==> src/gpt_defines.svh <==
`ifndef GPT_DEFINES_SVH
`define GPT_DEFINES_SVH

// ****************************************************************
// Register word addresses
// ****************************************************************
`define ADDR_W      4
`define A_CNT0      4'h0
`define A_CTL0      4'h5
`define A_CAPTURE_RELOAD_REGISTER    4'hA
`define A_CAPCTL    4'hB
`define A_IRQ_ST    4'hC
`define A_IRQ_MSK   4'hD
`define A_LATCH     4'hE
`define N_TIM       5

// ****************************************************************
// Timer indices
// ****************************************************************
`define I_AUX_LO    0
`define I_CORE      1
`define I_AUX_HI    2
`define I_SLAVE     3
`define I_MASTER    4

// ****************************************************************
// Timer control fields
// ****************************************************************
`define F_PRE_LO    0
`define F_PRE_HI    2
`define F_MODE_LO   3
`define F_MODE_HI   4
`define F_RUN       5
`define F_DOWN      6
`define F_XDIR      7
`define F_EDGE_LO   8
`define F_EDGE_HI   9
`define F_LCLK      10
`define F_GATE_HI   11
`define F_AUX_LO    12
`define F_AUX_HI    13
`define F_TOUT      14

// ****************************************************************
// Capture control fields and codes
// ****************************************************************
`define C_EDGE_LO   0
`define C_EDGE_HI   1
`define C_SRC_LO    2
`define C_SRC_HI    3
`define C_CLR       4
`define C_RLD       5
`define AUX_RELOAD  2'b01
`define AUX_CAPTURE 2'b10
`define SRC_CAP_PIN 2'b00
`define SRC_CORE_IN 2'b01
`define SRC_CORE_DR 2'b10

// ****************************************************************
// Widths, prescaler bases and reset values
// ****************************************************************
`define PRE_W       10
`define M1_PRE_BASE 4'h3
`define M2_PRE_BASE 4'h2
`define CNT_MAX     16'hFFFF
`define CNT_ZERO    16'h0000
`define CNT_ONE     16'h0001
`define RST16       16'h0000
`define RST6        6'h00
`define RST5        5'h00
`define RST_PRE     10'h000

`endif

==> src/gpt_pkg.sv <==
package gpt_pkg;

   // Basic counting modes of each timer.
   typedef enum logic [1:0] {
      MODE_TIMER   = 2'b00,
      MODE_GATED   = 2'b01,
      MODE_COUNTER = 2'b10,
      MODE_INCR    = 2'b11
   } timer_mode_t;

   typedef logic [15:0] word_t;

endpackage

==> src/dual_module_gp_timers.sv <==
// The address map and the address-and-strobe port were left to the implementer.
`timescale 1ns/1ps
`include "gpt_defines.svh"

module dual_module_gp_timers (
   input  wire logic                 clk,
   input  wire logic                 sys_rst,
   input  wire logic                 clk_en,
   input  wire logic [`ADDR_W-1:0]   addr,
   input  wire gpt_pkg::word_t       wr_data,
   input  wire logic                 wr_stb,
   input  wire logic                 rd_stb,
   output      gpt_pkg::word_t       rd_data,
   input  wire logic [`N_TIM-1:0]    timer_gate_clock_pin,
   input  wire logic [`N_TIM-1:0]    timer_direction_pin,
   input  wire logic                 capture_trigger_pin,
   output      logic                 toggle_latch_output_pin,
   output      logic                 master_toggle_output_pin,
   output      logic                 compare_unit_clock,
   output      logic                 irq
);
   import gpt_pkg::*;

   // ****************************************************************
   // State
   // ****************************************************************
   word_t                cnt_r [`N_TIM];
   word_t                cnt_nxt [`N_TIM];
   word_t                ctl_r [`N_TIM];
   word_t                capture_reload_register_r;
   logic [5:0]           capctl_r;
   logic [5:0]           irq_st_r;
   logic [5:0]           irq_msk_r;
   logic [`PRE_W-1:0]    pre_r;
   logic [`N_TIM-1:0]    gate_q_r;
   logic [`N_TIM-1:0]    dir_q_r;
   logic                 cap_q_r;
   logic                 core_ltl_r;
   logic                 core_ltl_q_r;
   logic                 master_ltl_r;
   logic                 master_ltl_q_r;
   logic [`N_TIM-1:0]    cnt_en;
   logic [`N_TIM-1:0]    cnt_down;
   logic [`N_TIM-1:0]    wrap;
   logic [`N_TIM-1:0]    aux_edge;
   logic                 cap_trig;
   logic [5:0]           events;
   logic                 core_ltl_edge;
   logic                 master_ltl_edge;

   // ****************************************************************
   // Helpers
   // ****************************************************************

   // Selected edge: bit 0 rising, bit 1 falling, both for any change.
   function automatic logic edge_hit(input logic [1:0] sel,
                                     input logic       prev,
                                     input logic       cur);
      edge_hit = (sel[0] & ~prev & cur) | (sel[1] & prev & ~cur);
   endfunction

   // A tick of factor 2^(sel+base) fires when all low bits are ones.
   function automatic logic pre_tick(input logic [2:0]        sel,
                                     input logic [3:0]        base,
                                     input logic [`PRE_W-1:0] pre);
      logic [3:0]        k;
      logic [`PRE_W-1:0] msk;
      k   = 4'({1'b0, sel}) + base;
      msk = `PRE_W'((11'h001 << k) - 11'h001);
      pre_tick = ((pre | ~msk) == {`PRE_W{1'b1}});
   endfunction

   assign core_ltl_edge   = core_ltl_r ^ core_ltl_q_r;
   assign master_ltl_edge = master_ltl_r ^ master_ltl_q_r;

   // ****************************************************************
   // Count enable and direction for each timer
   // ****************************************************************

   // Module one has three timers, module two the last two.
   always_comb begin
      for (int i = 0; i < `N_TIM; i++) begin
         logic        tick;
         logic        pin;
         logic        a_chg;
         logic        b_chg;
         logic        lsrc;
         timer_mode_t md;
         tick  = 1'b0;
         pin   = timer_gate_clock_pin[i];
         a_chg = pin ^ gate_q_r[i];
         b_chg = timer_direction_pin[i] ^ dir_q_r[i];
         lsrc  = (i == `I_SLAVE) ? master_ltl_edge : core_ltl_edge;
         md    = timer_mode_t'(ctl_r[i][`F_MODE_HI:`F_MODE_LO]);
         if (i < `I_SLAVE) begin
            tick = pre_tick(ctl_r[i][`F_PRE_HI:`F_PRE_LO],
                            `M1_PRE_BASE, pre_r);
         end else begin
            tick = pre_tick(ctl_r[i][`F_PRE_HI:`F_PRE_LO],
                            `M2_PRE_BASE, pre_r);
         end
         // Software direction, optionally flipped by the pin.
         cnt_down[i] = ctl_r[i][`F_DOWN] ^
                       (ctl_r[i][`F_XDIR] & timer_direction_pin[i]);
         aux_edge[i] = edge_hit(ctl_r[i][`F_EDGE_HI:`F_EDGE_LO],
                                gate_q_r[i], pin);
         cnt_en[i] = 1'b0;
         unique case (md)
            MODE_TIMER: cnt_en[i] = tick;
            MODE_GATED:
               cnt_en[i] = tick & (pin == ctl_r[i][`F_GATE_HI]);
            MODE_COUNTER: begin
               // The latch source chains timers of one module.
               if (ctl_r[i][`F_LCLK] && i != `I_CORE &&
                   i != `I_MASTER) begin
                  cnt_en[i] = lsrc;
               end else begin
                  cnt_en[i] = aux_edge[i];
               end
            end
            MODE_INCR: begin
               if (i < `I_SLAVE) begin
                  // A leads B counts up, B leads A counts down.
                  cnt_en[i] = a_chg | b_chg;
                  cnt_down[i] = a_chg ?
                     (pin == timer_direction_pin[i]) :
                     (pin != timer_direction_pin[i]);
               end else begin
                  cnt_en[i] = aux_edge[i];
               end
            end
         endcase
         // Aux timers acting as reload or capture registers stop.
         if ((i == `I_AUX_LO || i == `I_AUX_HI) &&
             ctl_r[i][`F_AUX_HI:`F_AUX_LO] != 2'b00) begin
            cnt_en[i] = 1'b0;
         end
         cnt_en[i] = cnt_en[i] & ctl_r[i][`F_RUN];
      end
   end

   // ****************************************************************
   // Capture trigger into the capture/reload register
   // ****************************************************************

   // The edge selection applies to whichever source is chosen.
   always_comb begin
      logic [1:0] es;
      logic       c_in;
      logic       c_dr;
      es   = capctl_r[`C_EDGE_HI:`C_EDGE_LO];
      c_in = edge_hit(es, gate_q_r[`I_CORE],
                      timer_gate_clock_pin[`I_CORE]);
      c_dr = edge_hit(es, dir_q_r[`I_CORE],
                      timer_direction_pin[`I_CORE]);
      unique case (capctl_r[`C_SRC_HI:`C_SRC_LO])
         `SRC_CAP_PIN:
            cap_trig = edge_hit(es, cap_q_r, capture_trigger_pin);
         `SRC_CORE_IN: cap_trig = c_in;
         `SRC_CORE_DR: cap_trig = c_dr;
         default:      cap_trig = c_in | c_dr;
      endcase
   end

   // ****************************************************************
   // Next counter values
   // ****************************************************************

   // Order: count, then chaining overrides, then software write.
   always_comb begin
      for (int i = 0; i < `N_TIM; i++) begin
         cnt_nxt[i] = cnt_r[i];
         wrap[i]    = 1'b0;
         if (cnt_en[i]) begin
            if (cnt_down[i]) begin
               wrap[i]    = (cnt_r[i] == `CNT_ZERO);
               cnt_nxt[i] = cnt_r[i] - `CNT_ONE;
            end else begin
               wrap[i]    = (cnt_r[i] == `CNT_MAX);
               cnt_nxt[i] = cnt_r[i] + `CNT_ONE;
            end
         end
      end
      // Aux timers reload the core timer when it wraps.
      if (wrap[`I_CORE]) begin
         if (ctl_r[`I_AUX_HI][`F_AUX_HI:`F_AUX_LO] == `AUX_RELOAD) begin
            cnt_nxt[`I_CORE] = cnt_r[`I_AUX_HI];
         end
         if (ctl_r[`I_AUX_LO][`F_AUX_HI:`F_AUX_LO] == `AUX_RELOAD) begin
            cnt_nxt[`I_CORE] = cnt_r[`I_AUX_LO];
         end
      end
      // Aux timers capture the core timer on their own pin edge.
      for (int i = 0; i <= `I_AUX_HI; i += 2) begin
         if (ctl_r[i][`F_AUX_HI:`F_AUX_LO] == `AUX_CAPTURE &&
             aux_edge[i]) begin
            cnt_nxt[i] = cnt_r[`I_CORE];
         end
      end
      if (wrap[`I_MASTER] && capctl_r[`C_RLD]) begin
         cnt_nxt[`I_MASTER] = capture_reload_register_r;
      end
      if (cap_trig && capctl_r[`C_CLR]) begin
         cnt_nxt[`I_SLAVE] = `CNT_ZERO;
      end
      for (int i = 0; i < `N_TIM; i++) begin
         if (wr_stb && addr == `ADDR_W'(`A_CNT0 + i)) begin
            cnt_nxt[i] = wr_data;
         end
      end
   end

   assign events = {cap_trig, wrap};

   // ****************************************************************
   // Counters and prescaler
   // ****************************************************************

   // The shared divider runs free; each timer taps its own factor.
   always_ff @(posedge clk) begin
      if (sys_rst) begin
         pre_r <= `RST_PRE;
      end else if (clk_en) begin
         pre_r <= pre_r + `PRE_W'(1);
      end
   end

   // Five 16-bit counters, linked by reload, capture and clearing.
   always_ff @(posedge clk) begin
      if (sys_rst) begin
         for (int i = 0; i < `N_TIM; i++) begin
            cnt_r[i] <= `RST16;
         end
      end else if (clk_en) begin
         for (int i = 0; i < `N_TIM; i++) begin
            cnt_r[i] <= cnt_nxt[i];
         end
      end
   end

   // Previous pin levels for edge and quadrature detection.
   always_ff @(posedge clk) begin
      if (sys_rst) begin
         gate_q_r <= `RST5;
         dir_q_r  <= `RST5;
         cap_q_r  <= 1'b0;
      end else if (clk_en) begin
         gate_q_r <= timer_gate_clock_pin;
         dir_q_r  <= timer_direction_pin;
         cap_q_r  <= capture_trigger_pin;
      end
   end

   // ****************************************************************
   // Toggle latches and their outputs
   // ****************************************************************

   always_ff @(posedge clk) begin
      if (sys_rst) begin
         core_ltl_r     <= 1'b0;
         core_ltl_q_r   <= 1'b0;
         master_ltl_r   <= 1'b0;
         master_ltl_q_r <= 1'b0;
      end else if (clk_en) begin
         core_ltl_r     <= core_ltl_r ^ wrap[`I_CORE];
         core_ltl_q_r   <= core_ltl_r;
         master_ltl_r   <= master_ltl_r ^ wrap[`I_MASTER];
         master_ltl_q_r <= master_ltl_r;
      end
   end

   // Pins show the latch only when enabled, so they idle low.
   always_ff @(posedge clk) begin
      if (sys_rst) begin
         toggle_latch_output_pin  <= 1'b0;
         master_toggle_output_pin <= 1'b0;
         compare_unit_clock       <= 1'b0;
      end else if (clk_en) begin
         toggle_latch_output_pin  <= core_ltl_r &
                                     ctl_r[`I_CORE][`F_TOUT];
         master_toggle_output_pin <= master_ltl_r &
                                     ctl_r[`I_MASTER][`F_TOUT];
         compare_unit_clock       <= wrap[`I_MASTER];
      end
   end

   // ****************************************************************
   // Capture/reload register and control registers
   // ****************************************************************

   // A capture in the same cycle as a write wins, keeping the event.
   always_ff @(posedge clk) begin
      if (sys_rst) begin
         capture_reload_register_r <= `RST16;
      end else if (clk_en) begin
         if (cap_trig) begin
            capture_reload_register_r <= cnt_r[`I_SLAVE];
         end else if (wr_stb && addr == `A_CAPTURE_RELOAD_REGISTER) begin
            capture_reload_register_r <= wr_data;
         end
      end
   end

   always_ff @(posedge clk) begin
      if (sys_rst) begin
         for (int i = 0; i < `N_TIM; i++) begin
            ctl_r[i] <= `RST16;
         end
         capctl_r  <= `RST6;
         irq_msk_r <= `RST6;
      end else if (clk_en && wr_stb) begin
         for (int i = 0; i < `N_TIM; i++) begin
            if (addr == `ADDR_W'(`A_CTL0 + i)) begin
               ctl_r[i] <= wr_data;
            end
         end
         if (addr == `A_CAPCTL) begin
            capctl_r <= wr_data[5:0];
         end
         if (addr == `A_IRQ_MSK) begin
            irq_msk_r <= wr_data[5:0];
         end
      end
   end

   // ****************************************************************
   // Interrupt status
   // ****************************************************************

   // Writing one clears a bit; a new event in that cycle still sets.
   always_ff @(posedge clk) begin
      if (sys_rst) begin
         irq_st_r <= `RST6;
         irq      <= 1'b0;
      end else if (clk_en) begin
         if (wr_stb && addr == `A_IRQ_ST) begin
            irq_st_r <= (irq_st_r & ~wr_data[5:0]) | events;
         end else begin
            irq_st_r <= irq_st_r | events;
         end
         irq <= |(irq_st_r & irq_msk_r);
      end
   end

   // ****************************************************************
   // Read port
   // ****************************************************************

   // Data stands for one cycle after the strobe, else reads zero.
   always_ff @(posedge clk) begin
      if (sys_rst) begin
         rd_data <= `RST16;
      end else if (clk_en) begin
         rd_data <= `RST16;
         if (rd_stb) begin
            for (int i = 0; i < `N_TIM; i++) begin
               if (addr == `ADDR_W'(`A_CNT0 + i)) begin
                  rd_data <= cnt_r[i];
               end
               if (addr == `ADDR_W'(`A_CTL0 + i)) begin
                  rd_data <= ctl_r[i];
               end
            end
            unique case (addr)
               `A_CAPTURE_RELOAD_REGISTER:  rd_data <= capture_reload_register_r;
               `A_CAPCTL:  rd_data <= {10'h000, capctl_r};
               `A_IRQ_ST:  rd_data <= {10'h000, irq_st_r};
               `A_IRQ_MSK: rd_data <= {10'h000, irq_msk_r};
               `A_LATCH:   rd_data <= {14'h0000, master_ltl_r, core_ltl_r};
               default:    ;
            endcase
         end
      end
   end

endmodule

==> config.mk <==
export PLATFORM = sky130hd
export DESIGN_NAME = dual_module_gp_timers
export DESIGN_NICKNAME = d
export VERILOG_FILES = /design/src/gpt_pkg.sv /design/src/dual_module_gp_timers.sv
export VERILOG_INCLUDE_DIRS = /design/src
export SDC_FILE = /design/constraint.sdc
export NUM_CORES = 1
export LEC_CHECK = 0
export BUFFER_PORTS_ARGS = -buffer_cell sky130_fd_sc_hd__buf_4
export CAP_MARGIN = 10
export CORE_MARGIN = 3
export CORE_UTILIZATION = 60
export CTS_BUF_LIST = sky130_fd_sc_hd__clkbuf_8 sky130_fd_sc_hd__clkbuf_16
export CTS_CLUSTER_DIAMETER = 50
export DETAILED_ROUTE_END_ITERATION = 16
export PLACE_DENSITY = 0.77
export SLEW_MARGIN = 10
export SYNTH_ARGS = -nofsm -noshare
export SYNTH_HDL_FRONTEND = slang
export SYNTH_SLANG_ARGS = --single-unit
==> constraint.sdc <==
create_clock -name clk -period 4.8 [get_ports clk]
set_input_delay 0.48 -clock clk [delete_from_list [all_inputs] [get_ports clk]]
set_output_delay 0.48 -clock clk [all_outputs]
set_load 0.01 [all_outputs]
Word-level counts from Yosys, hierarchy flattened
Memories as Yosys holds them, arrays and structs flattened.
Cells that the tools add are included.
{"block": "word_totals", "ff_bits": 77, "in_bits": 36, "ramBits": 160, "memories": 2, "elab_cells": 347}
{"block": "op_classes", "shift": 5, "bitwise": 115, "n_mux": 99, "n_addsub": 21, "eq_ne": 56, "reduce_logical": 32}
{"memory": "cnt_r", "depth": 5, "width": 16, "read_ports": 5, "rd_clocked_by_memory_dff": 0, "write_ports": 5, "line_no": "dual_module_gp_timers.sv:27", "text": "word_t cnt_r [`N_TIM];"}
{"memory": "ctl_r", "depth": 5, "width": 16, "read_ports": 5, "rd_clocked_by_memory_dff": 0, "write_ports": 5, "line_no": "dual_module_gp_timers.sv:29", "text": "word_t ctl_r [`N_TIM];"}
{"cell": "$mux W16", "n": 45}
{"cell": "$add A16 B1 Y16 const B", "n": 5}
{"cell": "$eq A16 B16 Y1 const B", "n": 5}
{"cell": "$logic_not A16 Y1", "n": 5}
{"cell": "$pmux W16 S5", "n": 1}
{"cell": "$sub A16 B1 Y16 const B", "n": 5}
{"cell": "$eq A10 B10 Y1 const B", "n": 5}
{"cell": "$not A10 Y10", "n": 5}
{"cell": "$or A10 B10 Y10", "n": 5}
{"cell": "$shl A1 B4 Y10 const A", "n": 5}
{"cell": "$sub A10 B1 Y10 const B", "n": 5}
{"cell": "$and A1 B1 Y1", "n": 49}
{"cell": "$mux W1", "n": 46}
{"cell": "$eq A4 B4 Y1 const B", "n": 7}
{"cell": "$eq A2 B2 Y1 const B", "n": 13}
{"cell": "$or A1 B1 Y1", "n": 22}
{"cell": "$add A3 B2 Y4 const B", "n": 5}
{"cell": "$eq A2 B1 Y1 const B", "n": 8}
{"cell": "$eq A4 B3 Y1 const B", "n": 4}
{"cell": "$pmux W1 S4", "n": 4}
{"cell": "$xor A1 B1 Y1", "n": 15}
{"cell": "$not A1 Y1", "n": 14}
{"cell": "$and A6 B6 Y6", "n": 2}
{"cell": "$logic_and A1 B1 Y1", "n": 12}
{"cell": "15 further kinds", "n": 36}

Longest topological paths before layout
{"block": "depth", "depth_word": 15, "ltp_mapped": 14, "depth_no_buf": 14}

Least setup slack after synthesis
OpenSTA, ideal clock, no wires.
{"block": "synth_path", "path_kind": "flip-flop to flip-flop", "from": "memory ctl_r[0][4] (netlist bit)", "to": "memory cnt_r[0][12] (netlist bit), data pin", "stages_incl_launch_ff": 15, "t_required_ns": 4.529, "setup_slack_ns": 1.179, "arrival_time_ns": 3.350, "path_buffers": 0, "path_cell_list": "edfxtp_1 -> nand2_1 -> a21oi_1 -> a21oi_1 -> a21oi_1 -> ha_1 -> a21oi_1 -> o21bai_1 -> a21oi_1 -> o21ai_1 -> a41o_1 -> o41a_1 -> xor2_1 -> mux2i_1 -> o22ai_1"}
{"item": "from (decl)", "line_no": "dual_module_gp_timers.sv:29"}
{"item": "to (decl)", "line_no": "dual_module_gp_timers.sv:27"}

==> report_table.html <==
<table>
<tr><th>Metric</th><th>Value</th></tr>
<tr><th colspan="2">Routing</th></tr>
<tr><td>DR vias</td><td>15672</td></tr>
<tr><td>Wire length per cell after detailed routing</td><td>25.84 um</td></tr>
<tr><td>DR iter-0 viols</td><td>2454</td></tr>
<tr><td>Post-detailed-route via-to-cell ratio</td><td>7.104</td></tr>
<tr><td>Post-route DRC</td><td>0</td></tr>
<tr><td>Final wirelength</td><td>between 50000 and 60000 um</td></tr>
<tr><td>First-pass iteration count of the detailed router</td><td>10</td></tr>
<tr><td>Detail Route Antenna Nets</td><td>0</td></tr>
<tr><th colspan="2">Final layout</th></tr>
<tr><td>Antenna Cells</td><td>0</td></tr>
<tr><td>Final-stage net count</td><td>1965</td></tr>
<tr><td>Post-route cell area</td><td>18140 sq um</td></tr>
<tr><td>Signed area change from the synthesized netlist to the final layout</td><td>9.981%</td></tr>
<tr><td>Layout cells sized above 1</td><td>9.062%</td></tr>
<tr><td>Post-route core utilization</td><td>between 60% and 70%</td></tr>
<tr><th colspan="2">Global routing</th></tr>
<tr><td>Initial antenna violation count</td><td>1</td></tr>
<tr><td>Global route overflow</td><td>0</td></tr>
<tr><td>Largest net degree at the start of global routing</td><td>45</td></tr>
<tr><td>Number of global-route vias before repair</td><td>14596</td></tr>
<tr><td>Combined global-route utilization of all metal layers</td><td>a little under two fifths</td></tr>
<tr><td>Wire length of the first global-routing pass</td><td>about 86000 um</td></tr>
<tr><th colspan="2">Worst setup path</th></tr>
<tr><td>Cell mode on critical path</td><td>sky130_fd_sc_hd__a31oi_1</td></tr>
<tr><td>Critical setup path kind</td><td>reg -&gt; reg</td></tr>
<tr><td>Worst setup path start</td><td>ctl_r[0][19]</td></tr>
<tr><td>Worst setup EP type</td><td>flop</td></tr>
<tr><td>Endpoint required time on the critical path</td><td>5060 ps</td></tr>
<tr><td>Worst flop-to-flop path endpoint</td><td>cnt_r[0][31]</td></tr>
<tr><td>Critical path, cell by cell</td><td>and3_1 -&gt; o21bai_4 -&gt; a22oi_4 -&gt; ha_1 -&gt; a211oi_1 -&gt; o21bai_1 -&gt; a21oi_1 -&gt; a31oi_1 -&gt; o2111ai_1 -&gt; o211ai_1 -&gt; or3_1 -&gt; nand4_1 -&gt; a31oi_1</td></tr>
<tr><td>RR Startpoint</td><td>ctl_r[0][19]</td></tr>
<tr><td>Largest stage delay on the critical path</td><td>590 ps</td></tr>
<tr><td>End of the critical path</td><td>cnt_r[0][31]</td></tr>
<tr><td>Biggest fanout along the worst timing path</td><td>20</td></tr>
<tr><td>Setup crit start kind</td><td>flop</td></tr>
<tr><td>Worst-case reg-to-reg path depth</td><td>13</td></tr>
<tr><td>Internal reg-to-reg setup slack</td><td>820 ps</td></tr>
<tr><td>Cell type of the slowest stage on the worst timing path</td><td>sky130_fd_sc_hd__a22oi_4</td></tr>
<tr><td>Arrival time of the worst setup path</td><td>4240 ps</td></tr>
<tr><th colspan="2">Clocking</th></tr>
<tr><td>Setup repair bufs after CTS</td><td>0</td></tr>
<tr><td>Number of sinks handled by clock tree synthesis</td><td>237</td></tr>
<tr><td>Clock-pin slew on the worst setup and hold paths</td><td>60 ps</td></tr>
<tr><td>Number of buffers inserted by hold repair at cts</td><td>0</td></tr>
<tr><td>Number of buffers created by CTS</td><td>30</td></tr>
<tr><td>Cell chosen for the clock root</td><td>sky130_fd_sc_hd__clkbuf_16</td></tr>
<tr><td>Max Buffers Root-to-Sink</td><td>3</td></tr>
<tr><td>Clock latency on the worst-skew pair</td><td>560 ps</td></tr>
<tr><td>Maximum level of the CTS H-tree</td><td>1</td></tr>
<tr><td>TritonCTS clock tree</td><td>done</td></tr>
<tr><td>Cts repair resizes</td><td>0</td></tr>
<tr><th colspan="2">Floorplanning</th></tr>
<tr><td>Die boundary width</td><td>around 170 um</td></tr>
<tr><td>Number of rows created at floorplan</td><td>60</td></tr>
<tr><td>Die span in y</td><td>around 170 um</td></tr>
<tr><td>Area of the die</td><td>29520 sq um</td></tr>
<tr><td>Core footprint</td><td>26950 sq um</td></tr>
<tr><td>Top-level I/O count</td><td>56</td></tr>
<tr><td>Initial Util</td><td>just over 60%</td></tr>
<tr><th colspan="2">Power</th></tr>
<tr><td>Pwr Total</td><td>6.626 mW</td></tr>
<tr><td>Maximum VDD drop</td><td>0.0004035 V</td></tr>
<tr><td>Power density over the cells</td><td>365.2 nW/um^2</td></tr>
<tr><td>P_leak</td><td>7.008 nW</td></tr>
<tr><th colspan="2">Yosys</th></tr>
<tr><td>Share of the synthesized area in the top cell type</td><td>approximately 29%</td></tr>
<tr><td>Synth top area cells</td><td>sky130_fd_sc_hd__edfxtp_1 29%, sky130_fd_sc_hd__dfxtp_1 9.3%, sky130_fd_sc_hd__ha_1 6.3%</td></tr>
<tr><td>Number of flops mapped to enable cells by yosys</td><td>160</td></tr>
<tr><td>Synthesis-stage register bit count</td><td>237</td></tr>
<tr><td>Cell count after synthesis</td><td>1831</td></tr>
<tr><td>Mean instance size in the synthesized netlist</td><td>9.010 sq um</td></tr>
<tr><td>Top FF cell, synth</td><td>sky130_fd_sc_hd__edfxtp_1</td></tr>
<tr><td>Yosys top cell by area</td><td>sky130_fd_sc_hd__edfxtp_1</td></tr>
<tr><td>Number of warnings issued by yosys</td><td>0</td></tr>
<tr><td>Async set or reset register ratio after synthesis</td><td>0%</td></tr>
<tr><td>Share of synthesized area occupied by flip-flops and latches</td><td>38.47%</td></tr>
<tr><td>Distinct cell type count after synthesis</td><td>90</td></tr>
<tr><td>Mapped cell area</td><td>16500 sq um</td></tr>
<tr><th colspan="2">Place</th></tr>
<tr><td>Number of I/O port buffers</td><td>55</td></tr>
<tr><td>Final estimated routing congestion in global placement</td><td>1.007</td></tr>
<tr><td>Area of placed instances</td><td>~17000 sq um</td></tr>
<tr><td>Half-perimeter wire length after detailed placement</td><td>39830 um</td></tr>
<tr><th colspan="2">Timing</th></tr>
<tr><td>Transition time of the tightest slew-check pin</td><td>1132 ps</td></tr>
<tr><td>Achievable Freq</td><td>roughly 0.25 GHz</td></tr>
<tr><td>Total negative slack</td><td>0 ps</td></tr>
<tr><td>Maximum clock skew at final layout</td><td>13.62 ps</td></tr>
<tr><td>Final setup violation count</td><td>0</td></tr>
<tr><td>Final critical delay including setup and external delays</td><td>3984 ps</td></tr>
<tr><td>Unrepaired setup endpoints after global routing</td><td>false</td></tr>
<tr><td>Number of endpoints with negative hold slack in the final report</td><td>0</td></tr>
<tr><td>Share of the clock period used by the worst path after layout</td><td>83.00%</td></tr>
<tr><td>Slew Limit Headroom</td><td>about a quarter</td></tr>
<tr><td>Count of final max-slew check failures</td><td>0</td></tr>
<tr><th colspan="2">Status</th></tr>
<tr><td>Outcome</td><td>finished, final reports clean</td></tr>
<tr><th colspan="2">Run</th></tr>
<tr><td>Maximum Capacitance Violations</td><td>0</td></tr>
<tr><th colspan="2">Worst hold path</th></tr>
<tr><td>Worst hold path type</td><td>in -&gt; reg</td></tr>
</table>
[cell usage after synthesis (4+ instances only)]
master,instances
sky130_fd_sc_hd__and2_1,19
sky130_fd_sc_hd__dfxtp_1,77
sky130_fd_sc_hd__o22ai_1,24
sky130_fd_sc_hd__fa_1,5
sky130_fd_sc_hd__o211ai_1,21
sky130_fd_sc_hd__xnor2_1,48
sky130_fd_sc_hd__a21oi_1,140
sky130_fd_sc_hd__o221ai_1,4
sky130_fd_sc_hd__edfxtp_1,160
sky130_fd_sc_hd__nand4_1,44
sky130_fd_sc_hd__nor2_1,172
sky130_fd_sc_hd__nand2_1,177
sky130_fd_sc_hd__a311oi_1,6
sky130_fd_sc_hd__o21bai_1,14
sky130_fd_sc_hd__a22o_1,14
sky130_fd_sc_hd__nand3_1,31
sky130_fd_sc_hd__o21a_1,6
sky130_fd_sc_hd__and3_1,15
sky130_fd_sc_hd__ha_1,83
sky130_fd_sc_hd__nand2b_1,26
sky130_fd_sc_hd__o2111ai_1,5
sky130_fd_sc_hd__nor3b_1,5
sky130_fd_sc_hd__a41o_1,4
sky130_fd_sc_hd__or3_1,15
sky130_fd_sc_hd__mux2i_1,69
sky130_fd_sc_hd__a21o_1,31
sky130_fd_sc_hd__xor2_1,44
sky130_fd_sc_hd__buf_2,20
sky130_fd_sc_hd__a211oi_1,54
sky130_fd_sc_hd__buf_1,7
sky130_fd_sc_hd__o21ai_1,32
sky130_fd_sc_hd__a22oi_1,53
sky130_fd_sc_hd__nor4_1,23
sky130_fd_sc_hd__mux2_2,10
sky130_fd_sc_hd__a31oi_1,15
sky130_fd_sc_hd__o31ai_1,6
sky130_fd_sc_hd__clkbuf_1,74
sky130_fd_sc_hd__o21ai_0,88
sky130_fd_sc_hd__a221oi_1,18
sky130_fd_sc_hd__inv_1,34
sky130_fd_sc_hd__nor2b_1,15
sky130_fd_sc_hd__nor3_1,40
sky130_fd_sc_hd__nand3b_1,12
sky130_fd_sc_hd__a31o_2,5
[worst max-delay path, delay by kind of cell, from the launching register on]
family                   cells  cell delay (ps)
AO/OA/AOI/OAI                9             2080
AND/OR/NAND/NOR              3              730
flip-flops                   1              460
adder cells (fa/ha/maj)      1              410
[routing by layer]
layer  track usage (%)  up-vias  wire [um]
met5                 0        -         13
met4             18.54        2       3373
met3             7.424      229       7093
met2             58.86     1100      25150
met1             50.89     7373      21360
li1                  -     6968          -
[placed cells by master, fill, tap and decap left out, types with 32 or more instances in the layout]
| cell | instances |
|---|---|
| sky130_fd_sc_hd__xor2_1 | 44 |
| sky130_fd_sc_hd__a21oi_1 | 140 |
| sky130_fd_sc_hd__a211oi_1 | 54 |
| sky130_fd_sc_hd__inv_1 | 39 |
| sky130_fd_sc_hd__ha_1 | 83 |
| sky130_fd_sc_hd__nor3_1 | 40 |
| sky130_fd_sc_hd__mux2i_1 | 69 |
| sky130_fd_sc_hd__buf_4 | 76 |
| sky130_fd_sc_hd__nor2_1 | 172 |
| sky130_fd_sc_hd__a22oi_1 | 53 |
| sky130_fd_sc_hd__o21ai_0 | 88 |
| sky130_fd_sc_hd__dfxtp_1 | 77 |
| sky130_fd_sc_hd__nand2_1 | 177 |
| sky130_fd_sc_hd__edfxtp_1 | 160 |
| sky130_fd_sc_hd__o21ai_1 | 32 |
| sky130_fd_sc_hd__nand4_1 | 44 |
| sky130_fd_sc_hd__xnor2_1 | 48 |
[sequential cells by signal, indices dropped and copies added (netlist names), 3 cells and up]
signal and flops:
capctl_r 6, irq_msk_r 6, gate_q_r 5, cnt_r 80
irq_st_r 6, rd_data 16, pre_r 10, ctl_r 80
dir_q_r 3, capture_reload_register_r 16
[final cells by class]
cell class | instances | area [sq um]
multi-input cells | 1461 | 9638
fillers | 2160 | 8807
flip-flops and latches | 237 | 6346
clock buffers | 35 | 830.8
repair buffers | 76 | 570.5
well taps | 341 | 426.7
clock inverters | 21 | 200.2
inverters | 35 | 131.4
[where the power goes]
| group | switching [mW] | internal [mW] | leakage (nW) |
|---|---|---|---|
| combinational | 0.984 | 0.714 | 4.26 |
| clock | 0.932 | 1.40 | 0.518 |
| sequential | 0.256 | 2.34 | 2.23 |
[how the worst min path moves through the flow]
stage | cells after the start | startpoint | endpoint | slack [ps]
after global placement | 1 | rd_data[5] | rd_data[5] | 440
final | 3 | timer_gate_clock_pin[3] | gate_q_r[3] | 200
after global routing | 3 | timer_gate_clock_pin[3] | gate_q_r[3] | 220
after CTS | 3 | timer_gate_clock_pin[3] | gate_q_r[3] | 200
after floorplan | 2 | irq_st_r[4] | irq_st_r[4] | 450
after detailed placement | 1 | rd_data[3] | rd_data[3] | 440
[kinds of logic after synthesis]
logic type | count (synthesis) | synth area share (%)
compound gates | 576 | 23.24
xor+xnor | 92 | 4.884
fa+ha+maj | 88 | 6.902
buf+inv | 138 | 3.337
flops | 237 | 38.47
mux | 81 | 5.021
other cells | 1 | 0.02273
simple gates | 618 | 18.13
[per-stage QoR]
step                      setup WS [ps]  hold WS (ps)  std cells
final                             816.2         203.0       2206
after global routing              553.8         221.5       2206
after CTS                         890.5         195.4       2206
after detailed placement          924.6         443.9       2150
after global placement             1002         435.8       2150
after floorplan                    1179         449.5       1836
No activity file was read; power rests on OpenSTA's default activity.
